$ cat src/msa_pkg.sv
// msa_pkg: constants and carrier types for the sonde adapter register bank.
// assumes: one 125 MHz clock; holding registers addressed by register number.
package msa_pkg;

    // ************************************************************
    // holding register numbers
    // ************************************************************
    localparam logic [15:0] REG_SAMPLE_INTERVAL = 16'h0001;
    localparam logic [15:0] REG_WIPE_TRIGGER = 16'h0003;
    localparam logic [15:0] REG_CODE_FIRST = 16'h0081;
    localparam logic [15:0] REG_CODE_LAST = 16'h00a0;
    localparam logic [15:0] REG_RESULT_FIRST = 16'h0181;
    localparam logic [15:0] REG_RESULT_LAST = 16'h01c0;
    localparam int NUM_PARAMS = 32;
    localparam logic [15:0] CODE_END = 16'h0000;

    // ************************************************************
    // timing
    // ************************************************************
    localparam int NS_PER_SEC = 1000000000;
    localparam int CLK_PERIOD_NS = 8;
    localparam int TICKS_PER_SEC = NS_PER_SEC / CLK_PERIOD_NS;
    localparam int IDLE_LIMIT_SEC = 60;
    localparam int WIPE_TIME_SEC = 60;
    localparam int WIPE_BEFORE_MIN = 2;
    localparam int SEC_PER_MIN = 60;
    localparam int WIPE_BEFORE_SEC = WIPE_BEFORE_MIN * SEC_PER_MIN;

    // ************************************************************
    // scaled-integer ranges, in units of 1/10000
    // ************************************************************
    localparam int SCALE_DIV = 10000;
    localparam logic signed [31:0] SC_NEG50 = -32'sd500000;
    localparam logic signed [31:0] SC_605_35 = 32'sd6053500;
    localparam logic signed [31:0] SC_ZERO = 32'sd0;
    localparam logic signed [31:0] SC_655_35 = 32'sd6553500;
    localparam logic signed [31:0] SC_65535 = 32'sd655350000;
    localparam logic signed [31:0] SC_65_535 = 32'sd655350;
    localparam logic signed [31:0] SC_6553_5 = 32'sd65535000;
    localparam logic signed [31:0] SC_6_5535 = 32'sd65535;
    localparam logic signed [31:0] SC_NEG1638_4 = -32'sd16384000;
    localparam logic signed [31:0] SC_1638_35 = 32'sd16383500;
    localparam logic signed [31:0] SC_NEG27_768 = -32'sd277680;
    localparam logic signed [31:0] SC_39_767 = 32'sd397670;

    // ************************************************************
    // carriers
    // ************************************************************
    typedef struct packed {
        logic rd;
        logic wr;
        logic [15:0] addr;
        logic [15:0] wdata;
    } msa_req_t;

    typedef struct packed {
        logic [4:0] slot;
        logic [31:0] value;
    } msa_sample_t;

    typedef struct packed {
        logic has_range;
        logic signed [31:0] low;
        logic signed [31:0] high;
    } msa_scale_t;

endpackage

$ cat src/msa_scale_rom.sv
// msa_scale_rom: parameter code to scaled-integer range lookup.
// assumes: purely combinational; the caller registers the result.
`timescale 1ns/100ps
module msa_scale_rom (
    input wire logic [15:0] i_code,
    output msa_pkg::msa_scale_t o_scale
);

    // ************************************************************
    // lookup, grouped by shared range
    // ************************************************************
    always_comb begin
        o_scale = '0;
        o_scale.has_range = 1'b1;
        case (i_code)
            16'h0001, 16'h0002, 16'h0014, 16'h0015, 16'h0016, 16'h0017,
            16'h00f0, 16'h00f1: begin
                o_scale.low = msa_pkg::SC_NEG50;
                o_scale.high = msa_pkg::SC_605_35;
            end
            16'h0003, 16'h0004, 16'h0006, 16'h002f, 16'h0030, 16'h006a,
            16'h0070, 16'h00c1, 16'h00c2, 16'h00d3, 16'h00d6, 16'h00d8,
            16'h00da, 16'h00e1, 16'h00e2, 16'h00e3, 16'h00e4,
            16'h00ed: begin
                o_scale.low = msa_pkg::SC_ZERO;
                o_scale.high = msa_pkg::SC_655_35;
            end
            16'h0005, 16'h0007, 16'h006e, 16'h00ee: begin
                o_scale.low = msa_pkg::SC_ZERO;
                o_scale.high = msa_pkg::SC_65535;
            end
            16'h000a, 16'h000c, 16'h001c, 16'h005f, 16'h00d4, 16'h00e5,
            16'h00e6, 16'h00ef: begin
                o_scale.low = msa_pkg::SC_ZERO;
                o_scale.high = msa_pkg::SC_65_535;
            end
            16'h0011, 16'h0013, 16'h0065, 16'h006c, 16'h0091: begin
                o_scale.low = msa_pkg::SC_NEG1638_4;
                o_scale.high = msa_pkg::SC_1638_35;
            end
            16'h0012: begin
                o_scale.low = msa_pkg::SC_NEG27_768;
                o_scale.high = msa_pkg::SC_39_767;
            end
            16'h0025, 16'h00be, 16'h00cc, 16'h00df: begin
                o_scale.low = msa_pkg::SC_ZERO;
                o_scale.high = msa_pkg::SC_6553_5;
            end
            16'h00bf: begin
                o_scale.low = msa_pkg::SC_ZERO;
                o_scale.high = msa_pkg::SC_6_5535;
            end
            // dates, times and unknown codes carry no range
            default: begin
                o_scale.has_range = 1'b0;
            end
        endcase
    end

endmodule

$ cat src/msa_regs.sv
// msa_regs: holding-register bank of the sonde adapter, with idle sleep,
// periodic sonde refresh, wipe trigger and result storage.
// assumes: register accesses arrive as single-cycle strobes; the sonde
// side returns readings through i_sample and ends a refresh with i_done.
`timescale 1ns/100ps
module msa_regs #(
    parameter int TICKS_PER_SEC = msa_pkg::TICKS_PER_SEC,
    parameter int NUM_PARAMS = msa_pkg::NUM_PARAMS
) (
    input wire logic i_clock,
    input wire logic i_rst_n,
    input msa_pkg::msa_req_t i_req,
    output logic [15:0] o_reg_rdata,
    output logic o_reg_rvalid,
    input wire logic i_sample_valid,
    input msa_pkg::msa_sample_t i_sample,
    input wire logic i_done,
    input wire logic [4:0] i_scale_sel,
    output logic o_sample_req,
    output logic o_sample_wipe,
    output logic o_wipe_req,
    output logic o_wipe_busy,
    output logic o_asleep,
    output logic [5:0] o_param_count,
    output msa_pkg::msa_scale_t o_scale
);

    localparam int TICK_W = $clog2(TICKS_PER_SEC);
    localparam logic [TICK_W-1:0] TICK_LAST = TICK_W'(TICKS_PER_SEC - 1);
    localparam logic [6:0] IDLE_LAST = 7'(msa_pkg::IDLE_LIMIT_SEC);
    localparam logic [6:0] WIPE_SECS = 7'(msa_pkg::WIPE_TIME_SEC);
    localparam logic [15:0] WIPE_BEFORE = 16'(msa_pkg::WIPE_BEFORE_SEC);

    typedef struct packed {
        logic [TICK_W-1:0] tick_cnt;
        logic [15:0] interval;
        logic [15:0] sample_cnt;
        logic [6:0] idle_cnt;
        logic asleep;
        logic [6:0] wipe_cnt;
        logic pending;
        logic sample_req;
        logic sample_wipe;
        logic wipe_req;
        logic [15:0] rdata;
        logic rvalid;
        msa_pkg::msa_scale_t scale;
        logic [NUM_PARAMS-1:0][15:0] codes;
        logic [NUM_PARAMS-1:0][31:0] results;
    } msa_state_t;

    msa_state_t st_r;
    msa_state_t st_nxt;
    msa_pkg::msa_scale_t scale_lut;
    logic [5:0] count;

    // ************************************************************
    // decode helpers
    // ************************************************************
    function automatic logic in_span(input logic [15:0] a,
                                     input logic [15:0] lo,
                                     input logic [15:0] hi);
        in_span = (a >= lo) && (a <= hi);
    endfunction

    // number of codes ahead of the first zero code
    function automatic logic [5:0] map_len(
        input logic [NUM_PARAMS-1:0][15:0] c);
        logic stop;
        map_len = '0;
        stop = 1'b0;
        for (int i = 0; i < NUM_PARAMS; i++) begin
            if (c[i] == msa_pkg::CODE_END) begin
                stop = 1'b1;
            end
            if (!stop) begin
                map_len = map_len + 6'h01;
            end
        end
    endfunction

    assign count = map_len(st_r.codes);

    msa_scale_rom u_rom (
        .i_code(st_r.codes[i_scale_sel]),
        .o_scale(scale_lut)
    );

    // ************************************************************
    // next state
    // ************************************************************
    always_comb begin
        logic sec_tick;
        logic query;
        logic [15:0] off;
        logic [4:0] idx;
        sec_tick = 1'b0;
        query = 1'b0;
        off = '0;
        idx = '0;
        st_nxt = st_r;
        st_nxt.sample_req = 1'b0;
        st_nxt.wipe_req = 1'b0;
        st_nxt.rvalid = 1'b0;
        st_nxt.scale = scale_lut;

        // one-second time base
        if (st_r.tick_cnt == TICK_LAST) begin
            st_nxt.tick_cnt = '0;
            sec_tick = 1'b1;
        end else begin
            st_nxt.tick_cnt = st_r.tick_cnt + TICK_W'(1);
        end

        query = i_req.rd || i_req.wr;

        // idle sleep: queries and autonomous refreshes keep it awake
        if (query) begin
            st_nxt.idle_cnt = '0;
            st_nxt.asleep = 1'b0;
        end else if (sec_tick && !st_r.asleep) begin
            if (st_r.idle_cnt == IDLE_LAST - 7'h01) begin
                st_nxt.asleep = 1'b1;
                st_nxt.idle_cnt = '0;
            end else begin
                st_nxt.idle_cnt = st_r.idle_cnt + 7'h01;
            end
        end

        // periodic refresh
        if (st_r.interval != '0) begin
            if (sec_tick) begin
                if (st_r.sample_cnt >= st_r.interval - 16'h0001) begin
                    st_nxt.sample_cnt = '0;
                    st_nxt.sample_req = 1'b1;
                    st_nxt.pending = 1'b1;
                    st_nxt.asleep = 1'b0;
                    st_nxt.idle_cnt = '0;
                end else begin
                    st_nxt.sample_cnt = st_r.sample_cnt + 16'h0001;
                end
            end
        end else begin
            st_nxt.sample_cnt = '0;
            // one refresh per query burst, not one per register read
            if (query && !st_r.pending) begin
                st_nxt.sample_req = 1'b1;
                st_nxt.pending = 1'b1;
            end
        end
        st_nxt.sample_wipe = (st_r.interval > WIPE_BEFORE);

        // a new request outranks a completion in the same cycle
        if (i_done && !st_nxt.sample_req) begin
            st_nxt.pending = 1'b0;
        end

        // wipe status window
        if (sec_tick && st_r.wipe_cnt != '0) begin
            st_nxt.wipe_cnt = st_r.wipe_cnt - 7'h01;
        end

        // sonde readings, dropped beyond the end of the map
        if (i_sample_valid && (6'(i_sample.slot) < count)) begin
            st_nxt.results[i_sample.slot] = i_sample.value;
        end

        // host writes
        if (i_req.wr) begin
            if (i_req.addr == msa_pkg::REG_SAMPLE_INTERVAL) begin
                st_nxt.interval = i_req.wdata;
                st_nxt.sample_cnt = '0;
            end else if (i_req.addr == msa_pkg::REG_WIPE_TRIGGER) begin
                st_nxt.wipe_req = 1'b1;
                st_nxt.wipe_cnt = WIPE_SECS;
            end else if (in_span(i_req.addr, msa_pkg::REG_CODE_FIRST,
                                 msa_pkg::REG_CODE_LAST)) begin
                off = i_req.addr - msa_pkg::REG_CODE_FIRST;
                st_nxt.codes[off[4:0]] = i_req.wdata;
            end
        end

        // host reads; unmapped and write-only registers read zero
        if (i_req.rd) begin
            st_nxt.rvalid = 1'b1;
            st_nxt.rdata = '0;
            if (i_req.addr == msa_pkg::REG_SAMPLE_INTERVAL) begin
                st_nxt.rdata = st_r.interval;
            end else if (in_span(i_req.addr, msa_pkg::REG_CODE_FIRST,
                                 msa_pkg::REG_CODE_LAST)) begin
                off = i_req.addr - msa_pkg::REG_CODE_FIRST;
                st_nxt.rdata = st_r.codes[off[4:0]];
            end else if (in_span(i_req.addr, msa_pkg::REG_RESULT_FIRST,
                                 msa_pkg::REG_RESULT_LAST)) begin
                off = i_req.addr - msa_pkg::REG_RESULT_FIRST;
                idx = off[5:1];
                if (off[0]) begin
                    st_nxt.rdata = st_r.results[idx][31:16];
                end else begin
                    st_nxt.rdata = st_r.results[idx][15:0];
                end
            end
        end
    end

    // ************************************************************
    // state register
    // ************************************************************
    always_ff @(posedge i_clock) begin
        if (!i_rst_n) begin
            st_r <= '0;
        end else begin
            st_r <= st_nxt;
        end
    end

    assign o_reg_rdata = st_r.rdata;
    assign o_reg_rvalid = st_r.rvalid;
    assign o_sample_req = st_r.sample_req;
    assign o_sample_wipe = st_r.sample_wipe;
    assign o_wipe_req = st_r.wipe_req;
    assign o_wipe_busy = (st_r.wipe_cnt != '0);
    assign o_asleep = st_r.asleep;
    assign o_param_count = count;
    assign o_scale = st_r.scale;

endmodule

$ cat config.mk
export PLATFORM = sky130hd
export DESIGN_NAME = msa_regs
export DESIGN_NICKNAME = d
export VERILOG_FILES = /design/src/msa_pkg.sv /design/src/msa_scale_rom.sv /design/src/msa_regs.sv
export SDC_FILE = /design/constraint.sdc
export NUM_CORES = 2
export LEC_CHECK = 0
export ABC_AREA = 1
export BUFFER_PORTS_ARGS = -buffer_cell sky130_fd_sc_hd__buf_2
export CAP_MARGIN = 20
export CORE_ASPECT_RATIO = 1.5
export CORE_MARGIN = 4
export CORE_UTILIZATION = 38
export DETAILED_ROUTE_END_ITERATION = 8
export SLEW_MARGIN = 20
export SYNTH_ARGS = -nofsm -noshare
export SYNTH_HDL_FRONTEND = slang
export SYNTH_SLANG_ARGS = --single-unit
$ cat constraint.sdc
create_clock -name i_clock -period 34.5 [get_ports i_clock]
set_input_delay 1.725 -clock i_clock [delete_from_list [all_inputs] [get_ports i_clock]]
set_output_delay 1.725 -clock i_clock [all_outputs]
set_load 0.02 [all_outputs]
* Word level (Yosys, flattened, before mapping)
Cells that the tools add are included.
** Storage, ports and cells
- Register bits after elaboration :: 1696
- Logic and storage cells :: 354
** Cells by class
- Add/sub/neg operators :: 38
- $lt $le $gt $ge :: 13
- Eq/ne operators :: 55
- Mux-type cells :: 104
- Bitwise operators :: 4
- Reduce and logical (&&, ||, !) cells :: 61
** Operator list (count)
- $bwmux 1024 :: 1
- $bwmux 512 :: 1
- $logic_not 16->1 :: 32
- $pmux 64 s8 :: 1
- $eq 16x8->1 const B :: 23
- $add 6x1->6 const B :: 31
- $mux 6 :: 31
- $mux 16 :: 11
- $bmux 16 s5 :: 2
- $bmux 32 s5 :: 1
- $demux 32 s5 :: 1
- $eq 16x5->1 const B :: 8
- $eq 16x7->1 const B :: 6
- $demux 16 s5 :: 1
- $eq 16x3->1 const B :: 4
- $mux 32 :: 2
- $reduce_or 49->1 :: 1
- $eq 16x2->1 const B :: 3
- $eq 16x6->1 const B :: 3
- $mux 1 :: 38
- $mux 7 :: 5
- $eq 16x1->1 const B :: 2
- $eq 16x4->1 const B :: 2
- $mux 8 :: 4
- 38 further kinds :: 61

* Logic depth before layout (Yosys ltp)
- Word-level depth :: 67
- Depth in mapped cells :: 121
- Gate-level depth less buffers :: 118

* By module
From an unflattened synthesis, not the netlist that was laid out.
** Unflattened totals
- Cells, all modules :: 13210
- Area, all modules :: 88582.5 um2
** Modules (own cells, without submodules)
- msa_regs :: times used 1, cells each 12929, area each 87238.7 um2, seq. area each 33952.6 um2
- msa_scale_rom :: times used 1, cells each 281, area each 1343.8 um2, seq. area each 0.0 um2

* Worst setup path after synthesis
OpenSTA, ideal clock, no wires.
- Path type :: reg2out
- From :: reg st_r[1051] (netlist name)
- To :: out o_param_count[4]
- Arrival time :: 14.959 ns
- Required time :: 32.775 ns
- Path slack :: 17.816 ns
- Stages on the path, launching flop included :: 109
- Buffers on the path :: 0
- Cells stage by stage :: dfxtp_1 nor2_1 nand2_1 nor2_1 nand2_1 a32oi_1 ha_1 nand3b_1 nand2_1 inv_1 ha_1 nand2_1 o21ai_0 ha_1 nand3_1 nand2_1 ha_1 inv_1 (+73 left out) inv_1 o21ai_0 ha_1 o21a_1 ha_1 inv_1 o21ai_0 ha_1 or2_2 and2_1 ha_1 nand2_1 nand2_1 ha_1 inv_1 nor4_1 xnor2_1 inv_1
** Between the ends
- Word-level cells in the longest chain between the ends :: 63
** Ends and longest elaborated chain
- start, declared :: line msa_regs.sv:52 : msa_state_t st_r;
- start signal, assigned :: line msa_regs.sv:213 : st_r <= st_nxt;
- $logic_not 16->1 (*) :: line msa_regs.sv:73 : if (c[i] == msa_pkg::CODE_END) begin
- $mux 1 (*) :: line msa_regs.sv:73
- $mux 6 :: line msa_regs.sv:76 : if (!stop) begin
- $add 6x1->6 :: line msa_regs.sv:77 : map_len = map_len + 6'h01;
- $mux 6 :: line msa_regs.sv:76
- $add 6x1->6 :: line msa_regs.sv:77
- $mux 6 :: line msa_regs.sv:76
- $add 6x1->6 :: line msa_regs.sv:77
- (+47 left out)
- $add 6x1->6 :: line msa_regs.sv:77
- $mux 6 :: line msa_regs.sv:76
- $add 6x1->6 :: line msa_regs.sv:77
- $mux 6 :: line msa_regs.sv:76
- $add 6x1->6 :: line msa_regs.sv:77
- $mux 6 :: line msa_regs.sv:76
- $add 6x1->6 :: line msa_regs.sv:77
- $mux 6 (*) :: line msa_regs.sv:76
- end, declared :: line msa_regs.sv:24 : output logic [5:0] o_param_count,
Every way passes the cells marked *; elsewhere a longest branch is shown, timed or not.

* Final worst setup path
- From :: reg st_r[1052] (netlist name)
- To :: reg st_r[36] (netlist name)
** Between the ends
- Word-level cells in the longest chain between the ends :: 65
** Ends and longest elaborated chain
- $logic_not 16->1 (*) :: line msa_regs.sv:73
- $mux 1 (*) :: line msa_regs.sv:73
- $mux 6 :: line msa_regs.sv:76
- $add 6x1->6 :: line msa_regs.sv:77
- $mux 6 :: line msa_regs.sv:76
- $add 6x1->6 :: line msa_regs.sv:77
- $mux 6 :: line msa_regs.sv:76
- $add 6x1->6 :: line msa_regs.sv:77
- (+49 left out)
- $add 6x1->6 :: line msa_regs.sv:77
- $mux 6 :: line msa_regs.sv:76
- $add 6x1->6 :: line msa_regs.sv:77
- $mux 6 :: line msa_regs.sv:76
- $add 6x1->6 :: line msa_regs.sv:77
- $mux 6 (*) :: line msa_regs.sv:76
- $lt 5x6->1 (*) :: line msa_regs.sv:164 : if (i_sample_valid && (6'(i_sample.slot) < count)) begin
- $logic_and 1x1->1 (*) :: line msa_regs.sv:164
Marked as above.
A chain may end at the register's enable or synchronous reset.

==> run_results.csv <==
group,metric,value,unit
power,comb_power_share,10.8,%
route,routed_via_density,5.65,
setup_path,r2r_slack,12940,ps
status,status,"finished, final reports clean",
setup_path,endpoint_kind,"flip-flop",
placement,placed_area,85800,µm²
power,clkPwrFrac,45.5,%
sta,finalHoldViolCount,0,
finish,areaGrowthSynthToFinish,8.07,%
placement,globalplace.congestion,0.936,
route,num_vias,85200,
route,dr.pass1.iters,7,
sta,layout_worst_path_cycle_share,62.5,%
power,switching_share,27.8,%
global_route,grt_pass1_vias,77400,
global_route,antenna_found_initial,25,
power,p_switching,1.23,mW
flow_run,max_cap_viol_count,0,
setup_path,start_kind,"flip-flop",
die,fp.dieArea,232000,µm²
clock_tree,cts_max_level,4,
sta,final-max-slew-violation-count,0,
placement,hpwl,205000,µm
global_route,grt_max_degree,208,
setup_path,cp.arrival,22200,ps
logic_synthesis,ys_seq_area_share,39.1,%
logic_synthesis,synth_seq_cells,1662,
sta,tightest_slew,1330,ps
die,coreArea,223000,µm²
setup_path,critical_path_buf_inv_count,24,
worst_hold_path,worstHoldStart,"st_r[1628]$_SDFF_PN0_",
clock_tree,cts_tree,"done",
route,drc,0,
die,die_h,588,µm
setup_path,crit_family,"adder cells",
worst_hold_path,holdPathStages,2,
clock_tree,ctsHoldBuffers,0,
finish,drive_gt1_share,6.99,%
sta,finalCriticalPeriod,21560,ps
logic_synthesis,synth.avg_cell_area,6.70,µm²
sta,rsz0062_at_grt,"false",
logic_synthesis,synth.cell_area,85100,µm²
die,die_w,394,µm
sta,finalSetupViolCount,0,
clock_tree,cts_buffers,176,
sta,max_freq,46.4,MHz
worst_hold_path,hp-class,"flip-flop to flip-flop",
sta,relSlewSlack,11.4,%
logic_synthesis,synthFlopType,"dfxtp_1",
die,rows,212,
placement,io_buffers,163,
power,p_leak,35.9,nW
clock_tree,postCtsSetupBuffers,0,
power,peakVddDrop,0.0523,mV
setup_path,reg2reg_to,"st_r[36]$_SDFFE_PN0P_",
finish,num-fill-cells,23600,
clock_tree,clk_pin_slew_worst_paths,60,ps
global_route,grt_pass1_wl,495000,µm
setup_path,crit_fanout,136,
setup_path,r2r-start,"st_r[1052]$_SDFFE_PN0P_",
logic_synthesis,yosysWarnings,0,
setup_path,path_class,"flip-flop to flip-flop",
power,powerDensity,48.1,nW/µm²
route,ant_nets,0,
logic_synthesis,ys_types,71,
logic_synthesis,postSynth.asyncResetShare,0,%
die,io_pins,173,
global_route,grtUsageTotal,27.3,%
clock_tree,cts_buffer_depth,3,
worst_hold_path,min_to,"st_r[1628]$_SDFF_PN0_",
die,initial_utilization,38.2,%
setup_path,crit_required,35150,ps
route,wire_per_inst,22.2,µm
clock_tree,root_buffer,"clkbuf_16",
clock_tree,clk_latency,850,ps
sta,tns,0,ps
power,internal-power,3.19,mW
logic_synthesis,syn_inst,12700,
clock_tree,cts.repair.resized,0,
logic_synthesis,synth_edf_count,0,
sta,fin_skew,33.9,ps
clock_tree,cts_sinks,1662,
setup_path,crit_path_max_incr_delay,830,ps
route,drt-initial-drc-count,9282,
power,seq_power_share,43.6,%
finish,nNetsFinal,12200,
route,drt_wl_total,334000,µm
finish,stdcell_area,92000,µm²
setup_path,cp_slowest_cell,"nand3_4",
setup_path,reg2regPathDepth,118,
setup_path,cp_common_cell,"nand2_1",
global_route,overflow,0,
==> through the flow <==
stage	setup WS [ps]	hold slack [ps]	utilization, %	cells	total power, mW
2_1_floorplan	17820	418	-	12700	2.26
3_3_place_gp	13270	432	38.6	14700	2.44
3_5_place_dp	13120	442	38.6	14700	2.44
4_1_cts	13040	454	41.3	15100	4.43
5_1_grt	11240	472	41.3	15100	4.54
6_report	12940	453	41.3	15100	4.42
==> final cells by class <==
class	count	area, µm²	share of cell area (%)
timing repair buffer	311	2120	2.30
antenna	6	15.0	0.0163
sequential	1662	33300	36.2
tap	2889	3610	3.93
clock buffer	258	5190	5.64
multi-input combinational	8603	42100	45.8
inverter	1266	4800	5.22
clock inverter	70	866	0.942
==> worst max-delay path by stage <==
stage / start / depth (start not counted) / to / slack (ps)
2_1_floorplan: st_r[1051]$_SDFFE_PN0P_ / 108 / o_param_count[4] / 17820
3_3_place_gp: st_r[1052]$_SDFFE_PN0P_ / 119 / st_r[46]$_SDFFE_PN0P_ / 13270
3_5_place_dp: st_r[1035]$_SDFFE_PN0P_ / 119 / st_r[36]$_SDFFE_PN0P_ / 13120
4_1_cts: st_r[1035]$_SDFFE_PN0P_ / 119 / st_r[36]$_SDFFE_PN0P_ / 13040
5_1_grt: st_r[1035]$_SDFFE_PN0P_ / 119 / st_r[44]$_SDFFE_PN0P_ / 11240
6_report: st_r[1052]$_SDFFE_PN0P_ / 118 / st_r[36]$_SDFFE_PN0P_ / 12940
==> worst min-delay path, cell delays in order, from the launching register on <==
cell and delay (ps):
dfxtp_1 300, o21ai_0 60, nor2_1 50
==> cell usage after synthesis (6+ instances only) <==
library cell  instances  share of area, %
o221ai_1             22              0.23
nor2_2                7             0.051
buf_2               136              0.80
nand4_1             705               5.2
buf_6                21              0.28
nor3_1               66              0.39
nand3_1             202               1.2
buf_1                78              0.34
mux2i_1              16              0.19
nor2_1             1487               6.6
dfxtp_1            1662                39
nor3b_1               8             0.071
a2111oi_0            15              0.15
o211ai_1             90              0.79
o41ai_1               6             0.062
nand3_2              38              0.45
xnor2_1               8             0.082
o2111ai_1            33              0.34
clkbuf_1            781               3.4
xor2_1               38              0.39
clkinv_1             10             0.044
ha_1                 62              0.91
o311ai_0             10              0.10
a31oi_1              11             0.081
nor4_1              152               1.1
a221oi_1             22              0.23
buf_4               151               1.3
or2_2                12             0.088
o22ai_1             144               1.1
inv_2                36              0.16
inv_1              1219               5.4
nand2_1            2138               9.4
a21oi_1            2019                12
o21ai_0            1146               6.7
nand2_2              77              0.57
==> cell usage in the layout (no fill, tap or decap), drive strengths merged, types with 4 or more instances in the layout <==
| cell type | netlist | routed |
|---|---|---|
| nand4 | 706 | 706 |
| inv | 1255 | 1266 |
| conb | 1 | 9 |
| o22ai | 144 | 144 |
| clkbuf | 784 | 259 |
| o211ai | 90 | 90 |
| o21a | 4 | 4 |
| nand3 | 245 | 245 |
| xnor2 | 8 | 8 |
| o21ai | 1146 | 1146 |
| bufinv | 0 | 16 |
| nor3b | 8 | 8 |
| a21oi | 2019 | 2019 |
| clkinvlp | 0 | 7 |
| xor2 | 41 | 41 |
| o311ai | 10 | 10 |
| nor3 | 67 | 67 |
| buf | 387 | 310 |
| diode | 0 | 6 |
| o41ai | 6 | 6 |
| o221ai | 22 | 22 |
| a211oi | 6 | 6 |
| o2111ai | 33 | 33 |
| a221oi | 22 | 22 |
| ha | 62 | 62 |
| dfxtp | 1662 | 1662 |
| nor4 | 152 | 152 |
| a2111oi | 15 | 15 |
| mux2i | 16 | 16 |
| nor2 | 1498 | 1498 |
| clkinv | 11 | 47 |
| nand2 | 2217 | 2217 |
| a31oi | 11 | 11 |
| or2 | 13 | 13 |
==> state kept, by name, indices dropped and copies added, names as in the netlist <==
signal and count:
st_r 1610, o_reg_rdata 16, o_asleep 1, o_sample_req 1
o_reg_rvalid 1, o_sample_wipe 1, o_wipe_req 1, o_scale 31
==> cells by family after synthesis <==
family | count (synthesis) | synth area share, %
AOI/OAI and AO/OA | 3552 | 22.0
xor gates and xnor gates | 49 | 0.531
adders and majority gates | 62 | 0.912
buffers and inverters | 2439 | 11.9
DFF | 1662 | 39.1
muxes | 16 | 0.188
other | 1 | 0.00441
and+or+nand+nor | 4915 | 25.4
==> metal layers <==
layer / GRT usage, % / share of wire (%)
met1: 33.4 / 39
met2: 45.6 / 47
met3: 3.91 / 7.4
met4: 16.7 / 6.8
met5: 0 / 0.025
==> power by group through the flow <==
stage | combinational, mW | clock (mW) | sequential (mW)
after floorplan | 0.292 | 0 | 1.97
after global placement | 0.465 | 0 | 1.97
after detailed placement | 0.465 | 0 | 1.97
after CTS | 0.466 | 2.04 | 1.93
after global routing | 0.507 | 2.11 | 1.93
final | 0.479 | 2.01 | 1.93
Power figures use the tool's default switching activity.
